<file path="src/core/tei_pkg.sv">
// shared constants, types and register map of the tone event interrupt queue
package tei_pkg;

    localparam int unsigned TEI_ADDR_W = 16;
    localparam int unsigned TEI_GROUPS = 16;
    localparam int unsigned TEI_CHANS = 32;
    localparam int unsigned TEI_DEPTH = 32;

    // register indices; byte address is four times the index
    localparam logic [13:0] TEI_IDX_GRP_BASE = 14'h0400;
    localparam logic [13:0] TEI_IDX_GRP_LAST = 14'h040F;
    localparam logic [13:0] TEI_IDX_QUEUE = 14'h0410;
    localparam logic [13:0] TEI_IDX_TEST = 14'h0411;
    localparam logic [13:0] TEI_IDX_STS = 14'h0418;
    localparam logic [13:0] TEI_IDX_CLR = 14'h0419;
    localparam logic [13:0] TEI_IDX_EN = 14'h041A;

    // field positions
    localparam int unsigned TEI_MASK_A_BIT = 3;
    localparam int unsigned TEI_MASK_B_BIT = 4;
    localparam int unsigned TEI_TEST_IRQ_BIT = 0;

    // reset values
    localparam logic [7:0] TEI_GRP_RST = 8'h00;
    localparam logic [7:0] TEI_TEST_RST = 8'h00;
    localparam logic [7:0] TEI_QUEUE_RST = 8'h00;
    localparam logic [2:0] TEI_EVT_RST = 3'h0;

    // AXI response codes
    localparam logic [1:0] TEI_RESP_OKAY = 2'h0;
    localparam logic [1:0] TEI_RESP_SLVERR = 2'h2;

    typedef enum logic [1:0] {
        RD_IDLE = 2'b00,
        RD_WAIT = 2'b01,
        RD_LOAD = 2'b10,
        RD_RESP = 2'b11
    } tei_rd_state_e;

    // interrupt queue register layout
    typedef struct packed {
        logic pending;
        logic [1:0] zero;
        logic [4:0] chan;
    } tei_queue_s;

    // sticky status / enable / clear layout
    typedef struct packed {
        logic test_entry;
        logic queue_full;
        logic entry_queued;
    } tei_evt_s;

endpackage

</file>
<file path="src/core/tei_queue_mem.sv">
// storage for queued channel numbers with registered read data
`timescale 1ns/1ns
module tei_queue_mem
    import tei_pkg::*;
(
    input wire logic clk_sys,
    input wire logic rst_b,
    input wire logic wr_en,
    input wire logic [4:0] wr_addr,
    input wire logic [4:0] wr_data,
    input wire logic [4:0] rd_addr,
    output logic [4:0] rd_data_ff
);

    logic [4:0] mem [TEI_DEPTH];

    always_ff @(posedge clk_sys) begin
        if (wr_en) begin
            mem[wr_addr] <= wr_data;
        end
    end

    always_ff @(posedge clk_sys or negedge rst_b) begin
        if (!rst_b) begin
            rd_data_ff <= 5'h00;
        end else begin
            rd_data_ff <= mem[rd_addr];
        end
    end

endmodule

</file>
<file path="src/core/tei_event_arb.sv">
// per-channel pending latches feeding one channel per cycle to the queue
`timescale 1ns/1ns
module tei_event_arb
    import tei_pkg::*;
(
    input wire logic clk_sys,
    input wire logic rst_b,
    input wire logic [31:0] evt,
    input wire logic take,
    output logic valid,
    output logic [4:0] chan
);

    logic [31:0] pend_ff;
    logic [31:0] nxt_pend;
    logic [31:0] taken_mask;

    // lowest set bit wins
    function automatic logic [4:0] first_set(input logic [31:0] v);
        logic [4:0] r;
        r = 5'h00;
        for (int i = 31; i >= 0; i--) begin
            if (v[i]) begin
                r = i[4:0];
            end
        end
        return r;
    endfunction

    assign valid = |pend_ff;
    assign chan = first_set(pend_ff);
    assign taken_mask = take ? (32'h00000001 << chan) : 32'h00000000;
    // a new event on the channel being taken keeps it pending
    assign nxt_pend = (pend_ff & ~taken_mask) | evt;

    always_ff @(posedge clk_sys or negedge rst_b) begin
        if (!rst_b) begin
            pend_ff <= 32'h00000000;
        end else begin
            pend_ff <= nxt_pend;
        end
    end

endmodule

</file>
<file path="src/core/tei_top.sv">
// tone event interrupt queue with AXI4-Lite register access
//
// Summary of operation
// RQ1: queue bit 7 high while entry pending
// RQ2: queue bits 6 and 5 read zero
// RQ3: queue bits 4:0 give channel number
// RQ4: entry on tone detect and on release
// RQ5: software keeps test bits 7:1 zero
// RQ6: test bit set: mask change queues channel
// RQ7: test bit clear: only detector events queue
// RQ8: per-canceller mask bit high suppresses interrupt
// RQ9: oldest entry read and removed, FIFO order
//
// Implementation choice: the AXI4-Lite register port.
`timescale 1ns/1ns
module tei_top
    import tei_pkg::*;
(
    input wire logic clk_sys,
    input wire logic rst_b,
    input wire logic [31:0] tone_state,
    input wire logic [TEI_ADDR_W-1:0] s_axi_awaddr,
    input wire logic s_axi_awvalid,
    output logic s_axi_awready,
    input wire logic [31:0] s_axi_wdata,
    input wire logic [3:0] s_axi_wstrb,
    input wire logic s_axi_wvalid,
    output logic s_axi_wready,
    output logic [1:0] s_axi_bresp,
    output logic s_axi_bvalid,
    input wire logic s_axi_bready,
    input wire logic [TEI_ADDR_W-1:0] s_axi_araddr,
    input wire logic s_axi_arvalid,
    output logic s_axi_arready,
    output logic [31:0] s_axi_rdata,
    output logic [1:0] s_axi_rresp,
    output logic s_axi_rvalid,
    input wire logic s_axi_rready,
    output logic irq
);

    // register file state
    logic [7:0] grp_ff [TEI_GROUPS];
    logic [7:0] test_ff;
    tei_evt_s sts_ff;
    tei_evt_s en_ff;
    logic [31:0] tone_prev_ff;

    // write channel state
    logic awready_ff;
    logic wready_ff;
    logic bvalid_ff;
    logic [1:0] bresp_ff;
    logic aw_have_ff;
    logic w_have_ff;
    logic [13:0] aw_idx_ff;
    logic [7:0] w_data_ff;
    logic w_lane0_ff;

    // read channel state
    tei_rd_state_e rd_st_ff;
    tei_rd_state_e nxt_rd_st;
    logic arready_ff;
    logic rvalid_ff;
    logic [31:0] rdata_ff;
    logic [1:0] rresp_ff;
    logic [13:0] ar_idx_ff;
    logic irq_ff;

    // queue state
    logic [4:0] head_ff;
    logic [4:0] tail_ff;
    logic [5:0] count_ff;
    logic [4:0] q_rd_data;

    function automatic logic [13:0] word_index(input logic [TEI_ADDR_W-1:0] a);
        return a[15:2];
    endfunction

    function automatic logic is_grp(input logic [13:0] idx);
        return (idx >= TEI_IDX_GRP_BASE) && (idx <= TEI_IDX_GRP_LAST);
    endfunction

    // ---------------- write path ----------------
    logic aw_take;
    logic w_take;
    logic do_wr;
    logic nxt_aw_have;
    logic nxt_w_have;
    logic wr_grp;
    logic wr_test;
    logic wr_clr;
    logic wr_en_reg;
    logic wr_ok;
    logic [3:0] wr_gsel;

    assign aw_take = s_axi_awvalid & awready_ff;
    assign w_take = s_axi_wvalid & wready_ff;
    assign do_wr = aw_have_ff & w_have_ff & ~bvalid_ff;
    assign nxt_aw_have = (aw_have_ff & ~do_wr) | aw_take;
    assign nxt_w_have = (w_have_ff & ~do_wr) | w_take;
    assign wr_gsel = aw_idx_ff[3:0];
    assign wr_grp = do_wr & w_lane0_ff & is_grp(aw_idx_ff);
    assign wr_test = do_wr & w_lane0_ff & (aw_idx_ff == TEI_IDX_TEST);
    assign wr_clr = do_wr & w_lane0_ff & (aw_idx_ff == TEI_IDX_CLR);
    assign wr_en_reg = do_wr & w_lane0_ff & (aw_idx_ff == TEI_IDX_EN);
    assign wr_ok = is_grp(aw_idx_ff) || (aw_idx_ff == TEI_IDX_TEST)
        || (aw_idx_ff == TEI_IDX_CLR) || (aw_idx_ff == TEI_IDX_EN)
        || (aw_idx_ff == TEI_IDX_QUEUE) || (aw_idx_ff == TEI_IDX_STS);

    always_ff @(posedge clk_sys or negedge rst_b) begin
        if (!rst_b) begin
            aw_have_ff <= 1'b0;
            w_have_ff <= 1'b0;
            awready_ff <= 1'b0;
            wready_ff <= 1'b0;
            aw_idx_ff <= 14'h0000;
            w_data_ff <= 8'h00;
            w_lane0_ff <= 1'b0;
        end else begin
            aw_have_ff <= nxt_aw_have;
            w_have_ff <= nxt_w_have;
            awready_ff <= ~nxt_aw_have;
            wready_ff <= ~nxt_w_have;
            if (aw_take) begin
                aw_idx_ff <= word_index(s_axi_awaddr);
            end
            if (w_take) begin
                w_data_ff <= s_axi_wdata[7:0];
                w_lane0_ff <= s_axi_wstrb[0];
            end
        end
    end

    always_ff @(posedge clk_sys or negedge rst_b) begin
        if (!rst_b) begin
            bvalid_ff <= 1'b0;
            bresp_ff <= TEI_RESP_OKAY;
        end else if (do_wr) begin
            bvalid_ff <= 1'b1;
            bresp_ff <= wr_ok ? TEI_RESP_OKAY : TEI_RESP_SLVERR;
        end else if (s_axi_bready) begin
            bvalid_ff <= 1'b0;
        end
    end

    // ---------------- control registers ----------------
    always_ff @(posedge clk_sys or negedge rst_b) begin
        if (!rst_b) begin
            for (int g = 0; g < TEI_GROUPS; g++) begin
                grp_ff[g] <= TEI_GRP_RST;
            end
            test_ff <= TEI_TEST_RST;
            en_ff <= TEI_EVT_RST;
        end else begin
            if (wr_grp) begin
                grp_ff[wr_gsel] <= w_data_ff;
            end
            if (wr_test) begin
                test_ff <= w_data_ff;
            end
            if (wr_en_reg) begin
                en_ff <= w_data_ff[2:0];
            end
        end
    end

    // ---------------- event sources ----------------
    logic [31:0] tone_chg;
    logic [31:0] chan_mask;
    logic [31:0] tone_evt;
    logic [31:0] test_evt;
    logic test_mode;
    logic [7:0] grp_old;

    assign test_mode = test_ff[TEI_TEST_IRQ_BIT];
    assign grp_old = grp_ff[wr_gsel];

    // RQ8 mask per canceller
    always_comb begin
        chan_mask = 32'h00000000;
        for (int g = 0; g < TEI_GROUPS; g++) begin
            chan_mask[2*g] = grp_ff[g][TEI_MASK_A_BIT];
            chan_mask[2*g+1] = grp_ff[g][TEI_MASK_B_BIT];
        end
    end

    // RQ4 detect and release
    assign tone_chg = tone_state ^ tone_prev_ff;
    // RQ7 detector events only
    assign tone_evt = tone_chg & ~chan_mask;

    // RQ6 mask toggle entries
    always_comb begin
        test_evt = 32'h00000000;
        if (wr_grp && test_mode) begin
            test_evt[{wr_gsel, 1'b0}] = grp_old[TEI_MASK_A_BIT] ^ w_data_ff[TEI_MASK_A_BIT];
            test_evt[{wr_gsel, 1'b1}] = grp_old[TEI_MASK_B_BIT] ^ w_data_ff[TEI_MASK_B_BIT];
        end
    end

    always_ff @(posedge clk_sys or negedge rst_b) begin
        if (!rst_b) begin
            tone_prev_ff <= 32'h00000000;
        end else begin
            tone_prev_ff <= tone_state;
        end
    end

    // ---------------- queue ----------------
    logic arb_valid;
    logic [4:0] arb_chan;
    logic push;
    logic pop;
    logic q_full;
    logic q_empty;
    logic push_window;

    assign q_full = (count_ff == 6'(TEI_DEPTH));
    assign q_empty = (count_ff == 6'h00);
    // pushes wait while any register read is fetching its data
    assign push_window = (rd_st_ff == RD_IDLE) || (rd_st_ff == RD_RESP);
    assign push = arb_valid & ~q_full & push_window;
    // RQ9 pop on queue read
    assign pop = (rd_st_ff == RD_LOAD) && (ar_idx_ff == TEI_IDX_QUEUE) && ~q_empty;

    tei_event_arb u_arb (
        .clk_sys(clk_sys),
        .rst_b(rst_b),
        .evt(tone_evt | test_evt),
        .take(push),
        .valid(arb_valid),
        .chan(arb_chan)
    );

    tei_queue_mem u_mem (
        .clk_sys(clk_sys),
        .rst_b(rst_b),
        .wr_en(push),
        .wr_addr(tail_ff),
        .wr_data(arb_chan),
        .rd_addr(head_ff),
        .rd_data_ff(q_rd_data)
    );

    // RQ9 arrival order
    always_ff @(posedge clk_sys or negedge rst_b) begin
        if (!rst_b) begin
            head_ff <= 5'h00;
            tail_ff <= 5'h00;
            count_ff <= 6'h00;
        end else begin
            if (push) begin
                tail_ff <= tail_ff + 5'h01;
            end
            if (pop) begin
                head_ff <= head_ff + 5'h01;
            end
            if (push && !pop) begin
                count_ff <= count_ff + 6'h01;
            end else if (pop && !push) begin
                count_ff <= count_ff - 6'h01;
            end
        end
    end

    // ---------------- interrupt status ----------------
    tei_evt_s evt_now;
    tei_evt_s clr_bits;

    assign evt_now.entry_queued = push;
    assign evt_now.queue_full = push & ~pop & (count_ff == 6'(TEI_DEPTH - 1));
    assign evt_now.test_entry = |test_evt;
    assign clr_bits = wr_clr ? tei_evt_s'(w_data_ff[2:0]) : TEI_EVT_RST;

    always_ff @(posedge clk_sys or negedge rst_b) begin
        if (!rst_b) begin
            sts_ff <= TEI_EVT_RST;
            irq_ff <= 1'b0;
        end else begin
            // a set in the clearing cycle wins
            sts_ff <= (sts_ff & ~clr_bits) | evt_now;
            irq_ff <= |(sts_ff & en_ff);
        end
    end

    // ---------------- read path ----------------
    tei_queue_s q_word;
    logic [31:0] rd_word;
    logic rd_ok;
    logic ar_take;

    assign ar_take = s_axi_arvalid & arready_ff;

    // RQ1 pending flag
    assign q_word.pending = ~q_empty;
    // RQ2 zero bits
    assign q_word.zero = 2'h0;
    // RQ3 channel number
    assign q_word.chan = q_empty ? 5'h00 : q_rd_data;

    always_comb begin
        rd_word = 32'h00000000;
        rd_ok = 1'b1;
        if (is_grp(ar_idx_ff)) begin
            rd_word[7:0] = grp_ff[ar_idx_ff[3:0]];
        end else if (ar_idx_ff == TEI_IDX_QUEUE) begin
            rd_word[7:0] = q_word;
        end else if (ar_idx_ff == TEI_IDX_TEST) begin
            rd_word[7:0] = test_ff;
        end else if (ar_idx_ff == TEI_IDX_STS) begin
            rd_word[2:0] = sts_ff;
        end else if (ar_idx_ff == TEI_IDX_EN) begin
            rd_word[2:0] = en_ff;
        end else if (ar_idx_ff == TEI_IDX_CLR) begin
            rd_word = 32'h00000000;
        end else begin
            rd_ok = 1'b0;
        end
    end

    always_comb begin
        nxt_rd_st = rd_st_ff;
        case (rd_st_ff)
            RD_IDLE: begin
                if (ar_take) begin
                    nxt_rd_st = RD_WAIT;
                end
            end
            RD_WAIT: begin
                nxt_rd_st = RD_LOAD;
            end
            RD_LOAD: begin
                nxt_rd_st = RD_RESP;
            end
            RD_RESP: begin
                if (s_axi_rready) begin
                    nxt_rd_st = RD_IDLE;
                end
            end
            default: begin
                nxt_rd_st = RD_IDLE;
            end
        endcase
    end

    always_ff @(posedge clk_sys or negedge rst_b) begin
        if (!rst_b) begin
            rd_st_ff <= RD_IDLE;
            arready_ff <= 1'b0;
            ar_idx_ff <= 14'h0000;
            rvalid_ff <= 1'b0;
            rdata_ff <= 32'h00000000;
            rresp_ff <= TEI_RESP_OKAY;
        end else begin
            rd_st_ff <= nxt_rd_st;
            arready_ff <= (nxt_rd_st == RD_IDLE);
            rvalid_ff <= (nxt_rd_st == RD_RESP);
            if (ar_take) begin
                ar_idx_ff <= word_index(s_axi_araddr);
            end
            if (rd_st_ff == RD_LOAD) begin
                rdata_ff <= rd_word;
                rresp_ff <= rd_ok ? TEI_RESP_OKAY : TEI_RESP_SLVERR;
            end
        end
    end

    // ---------------- outputs ----------------
    assign s_axi_awready = awready_ff;
    assign s_axi_wready = wready_ff;
    assign s_axi_bvalid = bvalid_ff;
    assign s_axi_bresp = bresp_ff;
    assign s_axi_arready = arready_ff;
    assign s_axi_rvalid = rvalid_ff;
    assign s_axi_rdata = rdata_ff;
    assign s_axi_rresp = rresp_ff;
    assign irq = irq_ff;

endmodule

</file>
<file path="config.mk">
export PLATFORM = sky130hd
export DESIGN_NAME = tei_top
export DESIGN_NICKNAME = d
export VERILOG_FILES = /design/src/core/tei_pkg.sv /design/src/core/tei_queue_mem.sv /design/src/core/tei_event_arb.sv /design/src/core/tei_top.sv
export SDC_FILE = /design/constraint.sdc
export NUM_CORES = 1
export LEC_CHECK = 0
export ABC_AREA = 1
export BUFFER_PORTS_ARGS = -buffer_cell sky130_fd_sc_hd__buf_2
export CAP_MARGIN = 20
export CORE_ASPECT_RATIO = 1.75
export CORE_UTILIZATION = 55
export DETAILED_ROUTE_END_ITERATION = 12
export GPL_TIMING_DRIVEN = 0
export PLACE_DENSITY = 0.76
export SYNTH_ARGS = -nofsm -noshare
export SYNTH_HDL_FRONTEND = slang
export SYNTH_SLANG_ARGS = --single-unit
</file>
<file path="constraint.sdc">
create_clock -name clk_sys -period 3.8 [get_ports clk_sys]
set_clock_uncertainty 0.1 [all_clocks]
set_input_delay 0.57 -clock clk_sys [delete_from_list [all_inputs] [get_ports clk_sys]]
set_output_delay 0.57 -clock clk_sys [all_outputs]
set_load 0.02 [all_outputs]
</file>
==> results.md, run 1 <==
* H-tree Lvls at 2
* Post-Syn Area at 19600 µm²
* Initial antenna violation count at 0
* Final nets at 2284
* Post-synth EDFFs at 160
* Critical Path End Type: flop
* Final worst path period need at 3.54 ns
* Cell count of the worst reg-to-reg path at 18
* Share of layout cells above drive strength 1 at 9.73%
* Dominant synthesized flop cell: dfrtp_1
* Crit path DAT at 3.88 ns
* Maximum buffer depth of the clock tree at 3
* First-pass GRT wire length at 87100 µm
* P_leak at 9.27 nW
* Layout area overhead at 12.6%
* Initial DRC count at 1277
* WL/cell at 21.0 µm
* Die width at 145 µm
* Worst-Margin Slew at 1.00 ns
* Yosys warns at 0
* Crit path launch: u_arb.pend_ff[13]
* Pre-CTS setup slack at 0.0320 ns
* Remaining routing DRC violations at 0
* Final setup fails at 0
* Post-detailed-route count of antenna-violating nets at 0
* Die ar. at 36400 µm²
* RR Startpoint: u_arb.pend_ff[13]
* Cell Rows at 91
* Mapped Cells at 2003
* R2r setup slk at 0.26 ns
* Final GP Congestion at 0.968
* Vias at 15800
* CP max stage delay at 0.39 ns
* Critical path's slowest cell: dfrtp_1
* Clock sink count at 444
* Detailed Place HPWL at 40900 µm
* Most frequent CP cell: nor2_1
* Max IR drop VDD at 420 µV
* Proportion of power drawn by flip-flops and latches at 45.6%
* Synth unique cells at 48
* Crit path to: count_ff[5]
* Setup CP Type: flop to flop
* Synth area leaders: dfrtp_1 36%, edfxtp_1 25%, o21ai_0 7.6%
* Root Driver: clkbuf_16
* Fin worst setup slack at 0.256 ns
* Ant. Diodes at 0
* Drt first pass iters at 5
* Critical Path Source Type: flop
* Max Cap Violations at 0
* Vias per inst at 5.95
* Crit Path Max Fanout at 11
* Initial Util at 55.7%
* Vias in the first global route at 16300
* Chip Height at 252 µm
* Placed Area at 20800 µm²
* Fin. max-slew vios at 0
* Clock slew at the register clock pins of the worst setup and hold paths at 0.07 ns
* Fin. Hold Viols at 0
* # Post-CTS Setup Buffers at 0
* GRT Resource Usage Total at 32.1%
* Design area at 22000 µm²
* Port Buf Inserts at 91
* Commonest non-fill, non-tap cell in the layout: nand2_1
* Max_slew headroom at 33.3%
* Routed WL at 55800 µm
* Sw Pwr at 4.39 mW
* Largest net degree at the start of global routing at 126
* WP data required at 4.13 ns
* Status: completed
* Largest area contributor in the netlist: dfrtp_1
* PD cells at 577 nW/µm²
* Comb pwr share at 24.3%
* Clk pwr share at 30.1%
* CTS Buf Count at 39
* Clk_lat worst skew at 0.55 ns
* Fin Setup TNS at 0 ns
* R2r endpoint: count_ff[5]
* Async SR Flop Fraction at 64.0%
* Fmax at 0.282 GHz
* Fin crit share at 93.3%
* Syn Area/Cell at 9.78 µm²
* Switching share of power at 34.6%
* CP cell instances: nor2_1, nand2_1, nor2_1, nand2_1, nor4_2, nor2_4, ha_1, inv_1, ha_1, a21oi_1, inv_1, a31oi_1, nor2_1, nor2_1, nor2_1, o21ai_0, nand3_1, xor2_1
* Total global routing overflow at 0
* Most frequent cells in the layout: 348 x nand2_1, 297 x o21ai_0, 284 x dfrtp_1
* Register area share after synthesis at 60.8%
* Hold Path Class: input port to flop
* #FFs+latches synth at 444
* Core ar. at 35200 µm²
* Internal power at 8.32 mW
* TritonCTS clock tree: yes
* Top Ports at 149
* Post-synth top area share at 36.3%
## cells by family (layout without fill, tap and decap cells)
| family | count (synthesis) | in the layout | share of synthesized area, % |
|---|---|---|---|
| compound gates | 551 | 551 | 16.5 |
| other cells | 1 | 26 | 0.0192 |
| fa+ha+maj | 14 | 14 | 0.933 |
| mux | 15 | 15 | 0.863 |
| xor+xnor | 12 | 12 | 0.537 |
| flops | 444 | 444 | 60.8 |
| simple gates | 690 | 690 | 14.5 |
| buf+inv | 276 | 436 | 5.81 |
## timing repair
| item | in CTS | in global routing |
|---|---|---|
| hold buffers | 1 | 0 |
| endpoints found under the setup margin | 1 | 1 |
| resized for setup | 1 | 4 |
| hold endpoints to repair | 36 | 0 |
## critical path: cells and delay by family (launching register included)
kind	cells	cell delay, ns
adders and majority gates	2	0.57
AOI/OAI and AO/OA	3	0.47
buffers and inverters	2	0.27
DFF	1	0.39
and+or+nand+nor	10	1.47
xor gates and xnor gates	1	0.15
## layout make-up
type | count | area [µm²]
Fill cell | 2869 | 13100
Sequential cell | 444 | 11900
Multi-Input combinational cell | 1308 | 6660
Clock buffer | 53 | 1080
Inverter | 167 | 627
Tap cell | 465 | 582
Timing Repair Buffer | 95 | 558
Buffer | 108 | 509
Clock inverter | 13 | 116
## stage by stage
stage | instances | util (%) | power (mW) | hold WS [ns]
floorplan | 2028 | - | 7.72 | 0.174
global placement | 2584 | 58.9 | 8.74 | 0.360
detailed placement | 2587 | 59.2 | 8.88 | 0.366
CTS | 2654 | 62.6 | 12.7 | 0.0374
global route | 2653 | 62.6 | 13.2 | 0.0411
finish | 2653 | 62.6 | 12.7 | 0.0477
## Yosys cell counts, drive strengths merged (15+ instances only)
cell,n
a21oi,73
dfrtp,284
nand2,352
o221ai,29
a22oi,46
o211ai,21
o22ai,30
nor2,215
o21ai,298
edfxtp,160
nand3,77
nand4,30
inv,161
buf,33
mux2,15
clkbuf,76
## power by group through the flow
stage / clock network, mW / logic [mW] / registers [mW]
floorplan: 0 / 1.88 / 5.84
global placement: 0 / 2.88 / 5.85
detailed placement: 0 / 3.00 / 5.88
CTS: 3.85 / 3.04 / 5.79
global route: 4.02 / 3.37 / 5.85
finish: 3.83 / 3.08 / 5.80
## state kept, by name (all words and copies together) (netlist names), 14 cells and up
register,count
aw_idx_ff,14
chan_mask,32
grp_ff,96
ar_idx_ff,14
tone_prev_ff,32
u_mem.mem,160
u_arb.pend_ff,32
## how the worst min path moves through the flow
stage                        to  slack [ns]  cells after the start      startpoint
6_report        tone_prev_ff[2]        0.05                      1   tone_state[2]
5_1_grt        tone_prev_ff[12]        0.04                      1  tone_state[12]
4_1_cts         tone_prev_ff[7]        0.04                      1   tone_state[7]
3_5_place_dp     s_axi_rdata[7]        0.37                      2  s_axi_rdata[7]
3_3_place_gp     s_axi_rdata[2]        0.36                      1  s_axi_rdata[2]
2_1_floorplan      ar_idx_ff[0]        0.17                      0           rst_b
## layer usage
| layer | share of wire [%] | track usage (%) | vias up |
|---|---|---|---|
| met4 | 8.6 | 25.6 | 0 |
| met2 | 53 | 56.9 | 702 |
| met1 | 34 | 33.6 | 7591 |
| li1 | - | - | 7225 |
| met5 | 0 | 0 | - |
| met3 | 5.1 | 3.95 | 277 |
Power figures use the tool's default switching activity.
==> inputs of run 2 (changes only) <==
- MAX_ROUTING_LAYER: default -> met4
==> results.md, run 2 (synthesis gave the netlist of run 1 again) <==
* Status: completed
* First-pass GRT wire length at 87500 µm (+0.49%)
* Max IR drop VDD at 503 µV (+20%)
* Worst-Margin Slew at 0.968 ns (-0.0321 ns)
* Hold Path Class: input port to flop
* Crit Path Max Fanout at 10 (-1)
* PD cells at 594 nW/µm² (+3.0%)
* Fin crit share at 93.7% (+0.46 points)
* Critical Path Source Type: flop
* Setup CP Type: flop to flop
* Die ar. at 36400 µm² (unchanged)
* Final nets at 2284 (unchanged)
* Vias at 15800 (+0.27%)
* Max_slew headroom at 35.5% (+2.2 points)
* Final GP Congestion at 0.965 (-0.35%)
* Commonest non-fill, non-tap cell in the layout: nand2_1
* Drt first pass iters at 8 (+3)
* WP data required at 4.13 ns (about the same)
* Remaining routing DRC violations at 0 (unchanged)
* Die width at 145 µm (unchanged)
* Fin. Hold Viols at 0 (unchanged)
* Initial DRC count at 1174 (-8.1%)
* Fin util at 63.2% (+0.58 points)
* Fin. max-slew vios at 0 (unchanged)
* Top flop regs: u_mem.mem: 160 flops, grp_ff: 96 flops
* Pre-CTS setup slack at -0.0960 ns (-0.128 ns)
* R2r endpoint: count_ff[5]
* Final worst path period need at 3.56 ns (+0.0174 ns)
* Chip Height at 252 µm (unchanged)
* Total global routing overflow at 0 (unchanged)
* Fin worst setup slack at 0.238 ns (-0.0174 ns)
* H-tree Lvls at 2 (unchanged)
* Cell count of the worst reg-to-reg path at 17 (-1)
* Port Buf Inserts at 91 (unchanged)
* Fmax at 0.281 GHz (-0.49%)
* Clock slew at the register clock pins of the worst setup and hold paths at 0.07 ns (about the same)
* R2r setup slk at 0.24 ns (-0.02 ns)
* P_leak at 9.37 nW (+1.1%)
* Most frequent CP cell: nor2_1
* Top Ports at 149 (unchanged)
* Hold path start: tone_state[9]
* Initial Util at 55.7% (unchanged)
* Maximum buffer depth of the clock tree at 3 (unchanged)
* Ant. Diodes at 0 (unchanged)
* Hold EP: tone_prev_ff[9]
* Critical Path End Type: flop
* Vias per inst at 5.96 (+0.11%)
* Fin Setup TNS at 0 ns (unchanged)
* Cell Rows at 91 (unchanged)
* CP max stage delay at 0.43 ns (+0.04 ns)
* TritonCTS clock tree: yes
* Largest net degree at the start of global routing at 113 (-10%)
* Top reg by flops: u_mem.mem
* GRT Resource Usage Total at 33.3% (+1.2 points)
* Max Cap Violations at 0 (unchanged)
* Clock sink count at 444 (unchanged)
* Share of layout cells above drive strength 1 at 10.1% (+0.35 points)
* WL/cell at 21.3 µm (+1.5%)
* Vias in the first global route at 16100 (-1.2%)
* CP cell instances: nor2_2, clkbuf_2, inv_1, nor2_1, nand3_1, ha_1, inv_2, ha_1, a21oi_1, inv_1, a31oi_2, nor2_1, nor2_1, nor2_1, o21ai_0, nand3_1, xor2_1
* Post-detailed-route count of antenna-violating nets at 0 (unchanged)
* Crit path DAT at 3.90 ns (+0.02 ns)
* Worst Hold Depth at 1 (unchanged)
* Most frequent cells in the layout: 347 x nand2_1, 297 x o21ai_0, 284 x dfrtp_1
* Initial antenna violation count at 0 (unchanged)
* CTS Buf Count at 39 (unchanged)
* Total power at 13.2 mW (+4.0%)
* Layout area overhead at 13.6%
* Detailed Place HPWL at 41200 µm (+0.78%)
* Final setup fails at 0 (unchanged)
* Root Driver: clkbuf_16
* Clk_lat worst skew at 0.56 ns (about the same)
* Critical path's slowest cell: dfrtp_1
* Core ar. at 35200 µm² (unchanged)
* RR Startpoint: ar_idx_ff[0]
* Routed WL at 56700 µm (+1.6%)
* Max FFs per register at 160 (unchanged)
run 2: repair_timing:
item,in CTS,in global routing
endpoints found under the hold margin,76,0
setup buffers,0,0
hold buffers,1,0
gates resized for setup,2,7
gates cloned,0,0
endpoints found under the setup margin,1,1
run 2: worst max-delay path: cells and delay by family (launching register included):
| kind | cells | cell delay (ns) |
|---|---|---|
| AND/OR/NAND/NOR | 7 | 0.92 |
| buffers and inverters | 4 | 0.79 |
| AO/OA/AOI/OAI | 3 | 0.53 |
| adder cells (fa/ha/maj) | 2 | 0.52 |
| flip-flops | 1 | 0.43 |
| XOR/XNOR | 1 | 0.15 |
run 2: final cells by class:
cell class	instances	area, µm²
Tap cell	465	582
Clock inverter	15	211
Inverter	167	627
Sequential cell	444	11900
Clock buffer	55	1170
Buffer	108	509
Multi-Input combinational cell	1308	6680
Fill cell	2901	12900
Timing Repair Buffer	95	558
run 2: how the worst max path moves through the flow:
stage	startpoint	endpoint	cells past startpoint
6_report	ar_idx_ff[0]	count_ff[5]	17
5_1_grt	ar_idx_ff[1]	count_ff[5]	17
2_1_floorplan	u_arb.pend_ff[31]	u_arb.pend_ff[11]	21
3_3_place_gp	rst_b	aw_idx_ff[8]	1
4_1_cts	ar_idx_ff[1]	count_ff[5]	17
3_5_place_dp	ar_idx_ff[1]	count_ff[5]	17
run 2: metrics by stage:
step	hold slack (ns)	cell area, µm²	cells
final	0.0423	22200	2657
after detailed placement	0.371	20800	2587
after CTS	0.0306	22200	2657
after global placement	0.361	20700	2584
after global routing	0.0348	22200	2657
after floorplan	0.174	19700	2028
run 2: routing by layer:
| layer | vias to the layer above | global-route usage (%) | part of all wire [%] |
|---|---|---|---|
| li1 | 7224 | - | - |
| met1 | 7579 | 33.4 | 33 |
| met2 | 724 | 57.8 | 53 |
| met3 | 310 | 4.16 | 5.5 |
| met4 | 0 | 25.6 | 9.1 |
| met5 | - | - | 0 |
run 2: power breakdown:
group	internal, mW	switching, mW
Clock	2.49	1.79
Combinational	0.759	2.38
Sequential	5.50	0.305
Total	8.75	4.47
